### src/xqt_pkg.sv
package xqt_pkg;

  // Bus geometry
  localparam int ADDR_W = 9;
  localparam int IDX_W = 7;
  localparam int DATA_W = 32;
  localparam int BYTE_W = 8;
  localparam int IDX_LSB = 2;
  localparam logic [1:0] WORD_ALIGN = 2'h0;

  // Query indices; byte address is four times the index
  localparam logic [IDX_W-1:0] SIG_IDX = 7'h39;
  localparam logic [IDX_W-1:0] MAJOR_IDX = 7'h3c;
  localparam logic [IDX_W-1:0] MINOR_IDX = 7'h3d;
  localparam logic [IDX_W-1:0] FEAT_IDX = 7'h3e;
  localparam logic [IDX_W-1:0] SUSP_IDX = 7'h42;
  localparam logic [IDX_W-1:0] BSM_IDX = 7'h43;
  localparam logic [IDX_W-1:0] VCC_IDX = 7'h45;
  localparam logic [IDX_W-1:0] VPP_IDX = 7'h46;
  localparam logic [IDX_W-1:0] PCNT_IDX = 7'h47;
  localparam logic [IDX_W-1:0] PDESC_IDX = 7'h48;
  localparam logic [IDX_W-1:0] NEXT_IDX1 = 7'h1;
  localparam logic [IDX_W-1:0] NEXT_IDX2 = 7'h2;
  localparam logic [IDX_W-1:0] NEXT_IDX3 = 7'h3;

  // Own control and status words
  localparam logic [IDX_W-1:0] CTRL_IDX = 7'h60;
  localparam logic [IDX_W-1:0] STAT_IDX = 7'h61;
  localparam int CTRL_GUARD_BIT = 0;
  localparam int STAT_TBLWR_BIT = 0;
  localparam int STAT_UNMAP_BIT = 1;
  localparam int STAT_LAST_LSB = 8;
  localparam logic CTRL_GUARD_RST = 1'b1;
  localparam logic [IDX_W-1:0] LAST_IDX_RST = 7'h0;
  localparam logic [DATA_W-1:0] RDATA_RST = 32'h0;

  // Table contents
  localparam logic [BYTE_W-1:0] SIG_B0 = 8'h50;
  localparam logic [BYTE_W-1:0] SIG_B1 = 8'h52;
  localparam logic [BYTE_W-1:0] SIG_B2 = 8'h49;
  localparam logic [DATA_W-1:0] FEAT_WORD = 32'h0000_03e6;
  localparam logic [BYTE_W-1:0] SUSP_B = 8'h01;
  localparam logic [15:0] BSM_WORD = 16'h0003;
  localparam logic [BYTE_W-1:0] VCC_B = 8'h18;
  localparam logic [BYTE_W-1:0] VPP_B = 8'hc0;
  localparam logic [BYTE_W-1:0] PCNT_B = 8'h01;
  localparam logic [DATA_W-1:0] PDESC_WORD = 32'h0303_0080;
  localparam logic [BYTE_W-1:0] ZERO_B = 8'h00;

  typedef enum logic {BUS_IDLE, BUS_ANSWER} bus_state_e;

endpackage : xqt_pkg

### src/query_lookup_if.sv
`timescale 1ns/1ps
interface query_lookup_if;
  logic [xqt_pkg::IDX_W-1:0] idx;
  logic [xqt_pkg::BYTE_W-1:0] data;
  logic hit;
  modport requester (output idx, input data, input hit);
  modport table_side (input idx, output data, output hit);
endinterface : query_lookup_if

### src/query_table.sv
`timescale 1ns/1ps
module query_table #(
  parameter logic [xqt_pkg::BYTE_W-1:0] MAJOR_CHAR = 8'h41,
  parameter logic [xqt_pkg::BYTE_W-1:0] MINOR_CHAR = 8'h30
) (
  // Lookup
  query_lookup_if.table_side lk
);
  import xqt_pkg::*;

  // Pure constant decode: no state, so reset and writes cannot alter it
  always_comb begin
    lk.hit = 1'b1;
    case (lk.idx)
      SIG_IDX: lk.data = SIG_B0;
      SIG_IDX + NEXT_IDX1: lk.data = SIG_B1;
      SIG_IDX + NEXT_IDX2: lk.data = SIG_B2;
      MAJOR_IDX: lk.data = MAJOR_CHAR;
      MINOR_IDX: lk.data = MINOR_CHAR;
      FEAT_IDX: lk.data = FEAT_WORD[7:0];
      FEAT_IDX + NEXT_IDX1: lk.data = FEAT_WORD[15:8];
      FEAT_IDX + NEXT_IDX2: lk.data = FEAT_WORD[23:16];
      FEAT_IDX + NEXT_IDX3: lk.data = FEAT_WORD[31:24];
      SUSP_IDX: lk.data = SUSP_B;
      BSM_IDX: lk.data = BSM_WORD[7:0];
      BSM_IDX + NEXT_IDX1: lk.data = BSM_WORD[15:8];
      VCC_IDX: lk.data = VCC_B;
      VPP_IDX: lk.data = VPP_B;
      PCNT_IDX: lk.data = PCNT_B;
      PDESC_IDX: lk.data = PDESC_WORD[7:0];
      PDESC_IDX + NEXT_IDX1: lk.data = PDESC_WORD[15:8];
      PDESC_IDX + NEXT_IDX2: lk.data = PDESC_WORD[23:16];
      PDESC_IDX + NEXT_IDX3: lk.data = PDESC_WORD[31:24];
      default: begin
        lk.hit = 1'b0;
        lk.data = ZERO_B;
      end
    endcase
  end

endmodule : query_table

### src/sticky_flag.sv
`timescale 1ns/1ps
module sticky_flag (
  // Clock and reset
  input wire logic clock,
  input wire logic sys_rst,
  // Event and clear
  input wire logic set_evt,
  input wire logic clr_req,
  output logic flag_ff
);

  // Set wins so an event in the clearing cycle is kept
  always_ff @(posedge clock) begin
    if (sys_rst) begin
      flag_ff <= 1'b0;
    end else if (set_evt) begin
      flag_ff <= 1'b1;
    end else if (clr_req) begin
      flag_ff <= 1'b0;
    end
  end
endmodule : sticky_flag

### src/flash_extended_query_table.sv
`timescale 1ns/1ps
// Behaviour
// - Query indices 39h, 3Ah, 3Bh return 50h, 52h, 49h, the table signature.
// - Major version character at index 3Ch, minor version character at 3Dh.
// - Feature word at 3Eh-41h, low byte first: E6h, 03h, 00h, 00h.
// - Feature bits 0, 3, 4 read zero; bits 1, 2, 5 to 9 read one.
// - Index 42h returns 01h: program allowed during erase suspend.
// - Indices 43h, 44h return block status mask 0003h.
// - Index 45h returns logic supply voltage code 18h.
// - Index 46h returns programming supply voltage code C0h.
// - Index 47h returns protection field count 01h.
// - Indices 48h-4Bh return protection descriptor 80h, 00h, 03h, 03h.
module flash_extended_query_table #(
  // Arbitrary value
  parameter logic [xqt_pkg::BYTE_W-1:0] MAJOR_CHAR = 8'h41,
  // Arbitrary value
  parameter logic [xqt_pkg::BYTE_W-1:0] MINOR_CHAR = 8'h30
) (
  // Clock and reset
  input wire logic clock,
  input wire logic sys_rst,
  // Avalon-MM slave
  input wire logic [xqt_pkg::ADDR_W-1:0] avs_address,
  input wire logic avs_read,
  input wire logic avs_write,
  input wire logic [xqt_pkg::DATA_W-1:0] avs_writedata,
  input wire logic [3:0] avs_byteenable,
  output logic [xqt_pkg::DATA_W-1:0] avs_readdata,
  output logic avs_waitrequest
);
  import xqt_pkg::*;

  bus_state_e state_ff;
  bus_state_e nxt_state;
  logic waitreq_ff;
  logic [DATA_W-1:0] rdata_ff;
  logic [DATA_W-1:0] nxt_rdata;
  logic guard_ff;
  logic [IDX_W-1:0] last_idx_ff;
  logic tblwr_ff;
  logic unmap_ff;
  logic aligned;
  logic is_table;
  logic is_ctrl;
  logic is_stat;
  logic mapped;
  logic req;
  logic accept;
  logic stat_clr_tblwr;
  logic stat_clr_unmap;
  logic set_tblwr;
  logic set_unmap;
  logic rd_req;

  query_lookup_if lk ();

  query_table #(
    .MAJOR_CHAR(MAJOR_CHAR),
    .MINOR_CHAR(MINOR_CHAR)
  ) u_table (
    .lk(lk.table_side)
  );

  assign lk.idx = avs_address[ADDR_W-1:IDX_LSB];
  assign aligned = (avs_address[IDX_LSB-1:0] == WORD_ALIGN);
  assign is_table = aligned && lk.hit;
  assign is_ctrl = aligned && (lk.idx == CTRL_IDX);
  assign is_stat = aligned && (lk.idx == STAT_IDX);
  assign mapped = is_table || is_ctrl || is_stat;
  assign req = avs_read || avs_write;
  // Write takes effect only at the edge that sees waitrequest low
  assign accept = (state_ff == BUS_ANSWER) && req;
  assign rd_req = (state_ff == BUS_IDLE) && avs_read && aligned;

  // Handshake: one wait state, then a single answer cycle
  always_comb begin
    nxt_state = state_ff;
    unique case (state_ff)
      BUS_IDLE: begin
        if (req) begin
          nxt_state = BUS_ANSWER;
        end
      end
      BUS_ANSWER: begin
        nxt_state = BUS_IDLE;
      end
    endcase
  end

  always_ff @(posedge clock) begin
    if (sys_rst) begin
      state_ff <= BUS_IDLE;
    end else begin
      state_ff <= nxt_state;
    end
  end

  // Held high in reset so no request is taken early
  always_ff @(posedge clock) begin
    if (sys_rst) begin
      waitreq_ff <= 1'b1;
    end else begin
      waitreq_ff <= (nxt_state != BUS_ANSWER);
    end
  end

  // Read mux; unmapped addresses answer zero
  always_comb begin
    nxt_rdata = RDATA_RST;
    if (is_table) begin
      nxt_rdata[BYTE_W-1:0] = lk.data;
    end else if (is_ctrl) begin
      nxt_rdata[CTRL_GUARD_BIT] = guard_ff;
    end else if (is_stat) begin
      nxt_rdata[STAT_TBLWR_BIT] = tblwr_ff;
      nxt_rdata[STAT_UNMAP_BIT] = unmap_ff;
      nxt_rdata[STAT_LAST_LSB +: IDX_W] = last_idx_ff;
    end
  end

  always_ff @(posedge clock) begin
    if (sys_rst) begin
      rdata_ff <= RDATA_RST;
    end else if ((state_ff == BUS_IDLE) && avs_read) begin
      rdata_ff <= nxt_rdata;
    end
  end

  // Control word: guard enables capture of writes aimed at the table
  always_ff @(posedge clock) begin
    if (sys_rst) begin
      guard_ff <= CTRL_GUARD_RST;
    end else if (accept && avs_write && is_ctrl && avs_byteenable[0]) begin
      guard_ff <= avs_writedata[CTRL_GUARD_BIT];
    end
  end

  // Last table index served, for software tracing of query walks
  always_ff @(posedge clock) begin
    if (sys_rst) begin
      last_idx_ff <= LAST_IDX_RST;
    end else if (accept && avs_read && is_table) begin
      last_idx_ff <= lk.idx;
    end
  end

  // Table writes are acknowledged but never stored
  assign set_tblwr = accept && avs_write && is_table && guard_ff;
  assign set_unmap = accept && !mapped;
  assign stat_clr_tblwr = accept && avs_write && is_stat && avs_byteenable[0]
    && avs_writedata[STAT_TBLWR_BIT];
  assign stat_clr_unmap = accept && avs_write && is_stat && avs_byteenable[0]
    && avs_writedata[STAT_UNMAP_BIT];

  sticky_flag u_tblwr_flag (
    .clock(clock),
    .sys_rst(sys_rst),
    .set_evt(set_tblwr),
    .clr_req(stat_clr_tblwr),
    .flag_ff(tblwr_ff)
  );

  sticky_flag u_unmap_flag (
    .clock(clock),
    .sys_rst(sys_rst),
    .set_evt(set_unmap),
    .clr_req(stat_clr_unmap),
    .flag_ff(unmap_ff)
  );

  assign avs_readdata = rdata_ff;
  assign avs_waitrequest = waitreq_ff;
endmodule : flash_extended_query_table

### config.mk
export PLATFORM = sky130hd
export DESIGN_NAME = flash_extended_query_table
export DESIGN_NICKNAME = d
export VERILOG_FILES = /design/src/xqt_pkg.sv /design/src/query_lookup_if.sv /design/src/query_table.sv /design/src/sticky_flag.sv /design/src/flash_extended_query_table.sv
export SDC_FILE = /design/constraint.sdc
export NUM_CORES = 1
export LEC_CHECK = 0
export BUFFER_PORTS_ARGS = -buffer_cell sky130_fd_sc_hd__buf_4
export CAP_MARGIN = 20
export CELL_PAD_IN_SITES_DETAIL_PLACEMENT = 1
export CELL_PAD_IN_SITES_GLOBAL_PLACEMENT = 1
export CORE_MARGIN = 2
export CORE_UTILIZATION = 29
export CTS_CLUSTER_SIZE = 10
export DETAILED_ROUTE_END_ITERATION = 8
export PLACE_DENSITY = 0.76
export SLEW_MARGIN = 20
export SYNTH_ARGS = -nofsm -noshare
export SYNTH_HDL_FRONTEND = slang
export SYNTH_SLANG_ARGS = --single-unit
### constraint.sdc
create_clock -name clock -period 1.3 [get_ports clock]
set_input_delay 0.065 -clock clock [delete_from_list [all_inputs] [get_ports clock]]
set_output_delay 0.065 -clock clock [all_outputs]
set_load 0.01 [all_outputs]
Word-level counts from Yosys, hierarchy flattened. Cells that the tools add are included.

Register bits: 27. Bits of input ports: 49. Output and inout bits: 33.

Eq/ne operators: 21. Bitwise gates (word level): 2. Multiplexer cells: 16. Reductions and logical operators: 27.

Operators by type and width (count): == test 7 bit (second input constant) (14); one-hot mux 8 bit (11 select lines) (1); == test 7 x 6 -> 1 bit (second input constant) (7); 2-to-1 mux 7 bit (3); OR reduction 19 bit (1); logical AND 1 bit (17); 2-to-1 mux 1 bit (8); 2-to-1 mux 6 bit (1); 2-to-1 mux 2 bit (2); nonzero test 2 bit (2); OR reduction 4 bit (1); logical OR 1 bit (3); zero test 2 bit (1); NOT 1 bit (2); one-hot mux 1 bit (2 select lines) (1); OR reduction 2 bit (1); zero test 1 bit (1).

Logic depth before layout (Yosys ltp). Gate-level depths: netlist of the first run.

Word-level depth: 9. Gate-level depth with buffers: 6. Mapped depth without buffers: 4.

By module. Synthesis of the first run repeated with hierarchy kept, for this count alone.

Cells, all modules: 185. Area total of the unflattened synthesis: 1521.5 um^2.

By module, submodules not included: flash_extended_query_table (sequential area each 500.5 um^2, area each 1212.4 um^2, cells an instance 139, instances 1); query_table (sequential area each 0.0 um^2, area each 231.5 um^2, cells an instance 38, instances 1); sticky_flag (sequential area each 20.0 um^2, area each 38.8 um^2, cells an instance 4, instances 2).

Worst setup path before layout of the first run. OpenSTA, ideal clock, no wires.

Kind: flip-flop to flip-flop. From: register state_ff. To: register rdata_ff[6], in the netlist avs_readdata[6]. Setup time: 75 ps. Arrival: 1251 ps. Buffers on the path: 0. Slack: -26 ps. Stages on the path, launching flop included: 5. Cell sequence: dfxtp_1 nand2b_1 or3_4 a211o_1 a22oi_2.

Word-level cells in the longest chain between the ends: 2.

RTL lines: from (decl) (RTL line flash_extended_query_table.sv:33) `bus_state_e state_ff;`; from (signal assigned) (RTL line flash_extended_query_table.sv:94) `state_ff <= nxt_state;`; NOT 1 bit; logical AND 1 bit (RTL line flash_extended_query_table.sv:124) `end else if ((state_ff == BUS_IDLE) && avs_read) begin`; to (signal assigned) (RTL line flash_extended_query_table.sv:125) `rdata_ff <= nxt_rdata;`; to (decl) (RTL line flash_extended_query_table.sv:36) `logic [DATA_W-1:0] rdata_ff;`.

Every way passes these cells. A chain may end at the register's enable or synchronous reset.

Worst setup path in the final report of the first run. Same ends and word-level chain as after synthesis.

==> metrics.yaml, run 1 <==
outcome:
  status: "finished, violations left"
  violations: "setup timing"
routing:
  dr.pass1.iters: 4
  drc: 0
  drt_wl_total_um: 4291
  wl_per_cell_um: 14.50
  ant_nets: 0
  vias_per_cell: 5.027
  drtIter0Drc: 106
  vias: 1488
clock_tree:
  cts.clk_slew.worst_paths_ps: 100
  clockBufferDepth: 2
  cts-buffers-inserted: 3
  cts_hold_buf: 0
  clk_latency_ps: 280
  cts_tree: "yes"
  root_buffer: "clkbuf_8"
  cts.sinks: 27
  h-tree-depth: 1
synthesis:
  synth_cell_types: 53
  netlist_instances: 175
  syn-cell-area_um2: 1563
  synthMuxAreaShare_pct: 1.281
  async_flop_share_pct: 0
  yosysTopAreaCellShare_pct: 34.59
  synthFlopType: "dfxtp_1"
  synth_edf_count: 0
  yosys.area_share.simple_pct: 24.50
  synth_compound_area_share_pct: 25.30
  syn_avg_cell_area_um2: 8.930
  synth_warnings: 0
  ys_seq_area_share_pct: 34.59
  yosysTopAreaCell: "dfxtp_1"
  synthXorXnorAreaFrac_pct: 1.121
  ys_seq_elements: 27
  synthTopCellsByCount: "dfxtp_1, buf_4, a21oi_1"
  synth_top_family_by_area: "compound AO/OA/AOI/OAI gates"
  synth_fa_ha_area_share_pct: 0
  yosysMostFrequentCell: "dfxtp_1"
  synth_area_leaders: "dfxtp_1, buf_4, a22oi_1"
placed_design:
  dp_hpwl_um: 3258
  place_congestion: 0.7740
  placed_area_um2: 1969
  numPortBuffers: 31
  dp_cells: 291
floorplanning:
  row_count: 26
  start_util_pct: 30.40
  die_w_um: 77.41
  ios: 82
  core_area_um2: 5140
  die_y_um: 77.41
  die_area_um2: 5992
worst_setup_path:
  crit_fanout: 5
  crit_required_ps: 1520
  reg2regPathDepth: 4
  endpoint_kind: "flip-flop"
  r2r_end: "avs_readdata[6]$_SDFFE_PP0P_"
  rr_startpoint: "state_ff$_SDFF_PP0_"
  startpoint_type: "flip-flop"
  worstSetupPathType: "flip-flop to flip-flop"
  arrival_ps: 1570
  r2r_slack_ps: -50
sta:
  final-setup-viol-count: 2
  rsz0062_at_grt: "true"
  report.final.slew_viol_count: 0
  final_hold_viol_count: 0
  final.setup.worst_slack_ps: -52.30
  skew_ps: 4.598
  fmax_ghz: 0.7395
  period_needed_ps: 1352
  period_share_pct: 104.0
power:
  p_sw_mw: 0.4683
  p_comb_share_pct: 19.2
  p_total_mw: 1.661
  ir_worst_vdd_mv: 0.3563
  swShare_pct: 28.20
  p_clk_share_pct: 30.0
  p_per_area_nw_per_um2: 815.9
  leakagePower_nw: 0.8239
  pwr-share-seq_pct: 50.8
  p_int_mw: 1.192
cells_and_area:
  insertedDiodeCount: 0
  instances_no_fill: 296
  syn_to_final_growth_pct: 30.26
  finalNetCount: 276
  drive_above_1_share_pct: 35.84
  fin_area_um2: 2036
grt:
  grt-ovfl-total: 0
  grt_max_degree: 20
  track_usage_pct: 14.43
  grt_pass1_vias: 1534
  antenna_found_initial: 0
  grt_pass1_wl_um: 7031
hold_path:
  hold_depth: 3
  hold_end: "guard_ff$_SDFFE_PP1P_"
  hold_class: "input port to flip-flop"
  hold_start: "avs_writedata[0]"
run:
  max_cap_viol_count: 0
## placed cells by master, fill, tap and decap left out, drive strengths merged, types with 5 or more instances in the layout
master  instances
o21ai           9
inv             5
a21oi          13
nor2           12
a22oi          11
buf            59
nand4           7
conb           17
nand2           6
dfxtp          27
## worst max-delay path by stage
stage / slack [ps] / end / from / cells after the start
floorplan: 30 / avs_readdata[6]$_SDFFE_PP0P_ / state_ff$_SDFF_PP0_ / 4
global placement: -80 / u_tblwr_flag.flag_ff$_SDFFE_PP0P_ / avs_address[6] / 5
detailed placement: -80 / last_idx_ff[1]$_SDFFE_PP0P_ / avs_address[2] / 6
CTS: -50 / avs_readdata[6]$_SDFFE_PP0P_ / state_ff$_SDFF_PP0_ / 4
global route: -100 / avs_readdata[6]$_SDFFE_PP0P_ / state_ff$_SDFF_PP0_ / 4
finish: -50 / avs_readdata[6]$_SDFFE_PP0P_ / state_ff$_SDFF_PP0_ / 4
## per-stage QoR
step                      hold WS (ps)  setup TNS (ps)  setup slack (ps)  util [%]
after floorplan                  187.8               0             30.30         -
after global placement           306.0          -378.5            -78.07     38.32
final                            26.20          -56.79            -52.30     39.61
after global routing             27.09          -209.5            -98.14     39.61
after detailed placement         319.3          -705.8            -79.86     38.32
after CTS                        20.25          -56.57            -52.79     39.24
## worst max-delay path, stage by stage, from the launching register on
cell and delay [ps]:
dfxtp_2 340, nand2b_4 150, or3_4 430, a211o_1 260
a22oi_2 110
## per-layer routing
| metal | up-vias | wire length, µm | global-route usage, % |
|---|---|---|---|
| met2 | 45 | 2222 | 26.09 |
| li1 | 716 | - | - |
| met3 | 4 | 260 | 3.372 |
| met4 | 0 | 24 | 4.821 |
| met1 | 723 | 1784 | 16.64 |
| met5 | - | 0 | 0 |
## power by group through the flow
stage | Combinational (mW) | Sequential (mW) | Clock [mW]
floorplan | 0.199 | 0.865 | 0
global placement | 0.301 | 0.863 | 0
detailed placement | 0.308 | 0.863 | 0
CTS | 0.310 | 0.844 | 0.529
global route | 0.344 | 0.846 | 0.562
finish | 0.319 | 0.844 | 0.498
## area by class of cell
class / count / area, µm²
well taps: 70 / 87.58
multi-input cells: 131 / 894.6
fillers: 662 / 3104
clock inverters: 1 / 5.005
repair buffers: 59 / 446.7
inverters: 5 / 18.77
clock buffers: 3 / 41.29
flip-flops and latches: 27 / 541.8
## cell families after synthesis
kind of cell           after synthesis
other                                1
AND/OR/NAND/NOR                     55
AO/OA/AOI/OAI                       55
buffers and inverters               33
XOR/XNOR                             2
multiplexers                         2
flip-flops                          27
## sequential cells by signal (all words and copies together), names as in the netlist
register,cells
u_tblwr_flag.flag_ff,1
state_ff,1
avs_readdata,15
avs_waitrequest,1
u_unmap_flag.flag_ff,1
guard_ff,1
last_idx_ff,7
## repair_timing
item | 4_1_cts | 5_1_grt
setup buffers | 0 | 1
setup endpoints to repair | 3 | 4
pin swaps | 0 | 1
gates resized for setup | 1 | 3
(Power assumes the default switching activity.)
==> run 2: changes to the inputs <==
--- a/config.mk
+++ b/config.mk
@@ -7,13 +7,11 @@
 export LEC_CHECK = 0
 export BUFFER_PORTS_ARGS = -buffer_cell sky130_fd_sc_hd__buf_4
 export CAP_MARGIN = 20
-export CELL_PAD_IN_SITES_DETAIL_PLACEMENT = 1
-export CELL_PAD_IN_SITES_GLOBAL_PLACEMENT = 1
 export CORE_MARGIN = 2
-export CORE_UTILIZATION = 29
+export CORE_UTILIZATION = 30
 export CTS_CLUSTER_SIZE = 10
 export DETAILED_ROUTE_END_ITERATION = 8
-export PLACE_DENSITY = 0.76
+export PLACE_DENSITY = 0.58
 export SLEW_MARGIN = 20
 export SYNTH_ARGS = -nofsm -noshare
 export SYNTH_HDL_FRONTEND = slang
==> metrics.yaml, run 2 (synthesis gave the netlist of run 1 again) <==
sta:
  final_hold_viol_count: 0
  report.final.slew_viol_count: 0
  fmax_ghz: 0.7504
  tns_ps: -32.68
  skew_ps: 5.459
  hold_ws_ps: 21.75
  rsz0062_at_grt: "true"
  final-setup-viol-count: 1
  final.setup.worst_slack_ps: -32.68
  period_share_pct: 102.5
  period_needed_ps: 1333
clock_tree:
  clk_latency_ps: 280
  cts-buffers-inserted: 3
  cts.sinks: 27
  post_cts_buffers: 0
  cts.clk_slew.worst_paths_ps: 100
  h-tree-depth: 1
  clockBufferDepth: 2
  cts_hold_buf: 0
  root_buffer: "clkbuf_8"
  cts_tree: "yes"
cells_and_area:
  n_fill_cell: 547
  final_common_cell: "buf_4"
  seqCellArea_um2: 541.8
  fin_util_pct: 39.45
  finalNetCount: 272
  drive_above_1_share_pct: 34.68
  multiInputGateArea_um2: 894.6
  layout_common_cells: "buf_4, dfxtp_1, conb_1"
  largest_register_ffs: 15
  syn_to_final_growth_pct: 28.10
  insertedDiodeCount: 0
  fin_area_um2: 2002
routing:
  drtIter0Drc: 156
  ant_nets: 0
  drc: 0
  dr.pass1.iters: 4
  vias_per_cell: 4.671
  vias: 1364
  wl_per_cell_um: 12.29
  drt_wl_total_um: 3588
outcome:
  violations: "setup timing"
  status: "finished, violations left"
floorplanning:
  die_y_um: 76.18
  ios: 82
  die_w_um: 76.18
  start_util_pct: 30.79
  die_area_um2: 5803
  row_count: 26
  core_area_um2: 5075
placed_design:
  place_congestion: 0.8062
  numPortBuffers: 31
  post-place-ws_ps: -59.04
  dp_hpwl_um: 2742
  placed_area_um2: 1947
power:
  leakagePower_nw: 0.8022
  ir_worst_vdd_mv: 0.5673
  p_per_area_nw_per_um2: 815.0
worst_setup_path:
  cpLargestDelayFamily: "simple AND/OR/NAND/NOR gates"
  endpoint_kind: "flip-flop"
  worstSetupPathType: "flip-flop to flip-flop"
  startpoint_type: "flip-flop"
  critPathMaxStageDelay_ps: 410
  crit_required_ps: 1510
  crit_fanout: 5
  crit_chain: "nand2b_4 -> or3_4 -> a211o_1 -> a22oi_2"
  arrival_ps: 1550
  crit_buf_inv: 0
  cp_slowest_cell: "or3_4"
grt:
  grt-ovfl-total: 0
  track_usage_pct: 12.49
  antenna_found_initial: 0
  grt_pass1_vias: 1244
  grt_max_degree: 20
  grt_pass1_wl_um: 5975
hold_path:
  hold_class: "input port to flip-flop"
run:
  max_cap_viol_count: 0
[run 2: cell type report]
type,count,share of cell area [%]
sequential,27,27.06
clock buffer,3,2.063
inverter,5,0.9375
multi-input combinational,131,44.69
tap,70,4.375
timing repair buffer,55,20.63
clock inverter,1,0.2500
[run 2: metrics by stage]
step,instances,power (mW)
global placement,288,1.159
global route,292,1.713
CTS,292,1.656
detailed placement,288,1.159
floorplan,191,1.064
finish,292,1.632
[run 2: worst paths after layout]
check,start,endpoint,slack [ps],cells past startpoint
setup / recovery,state_ff$_SDFF_PP0_,avs_readdata[6]$_SDFFE_PP0P_,-30,4
setup reg to reg,state_ff$_SDFF_PP0_,avs_readdata[6]$_SDFFE_PP0P_,-30,4
hold reg to reg,avs_readdata[3]$_SDFFE_PP0P_,avs_readdata[3]$_SDFFE_PP0P_,470,2
hold / removal,avs_writedata[0],guard_ff$_SDFFE_PP1P_,20,3
[run 2: layer usage]
layer	vias to the layer above	global-route usage, %	part of all wire, %
met5	-	0	0
met4	0	2.182	0.42
met2	32	19.46	45
li1	707	-	-
met1	623	17.62	48
met3	2	3.318	5.8
[run 2: worst reg2reg max path, stage by stage, from the launching register on]
cell and delay, ps:
dfxtp_2 340, nand2b_4 160, or3_4 410, a211o_1 250, a22oi_2 110
[run 2: timing repair]
| action | in CTS | in global routing |
|---|---|---|
| resized for setup | 1 | 2 |
| gates cloned | 0 | 0 |
| setup endpoints to repair | 2 | 5 |
[run 2: report_power, final]
| part | internal (mW) | switching [mW] |
|---|---|---|
| registers | 0.838 | 0.00571 |
| clock network | 0.215 | 0.273 |
| logic | 0.130 | 0.169 |
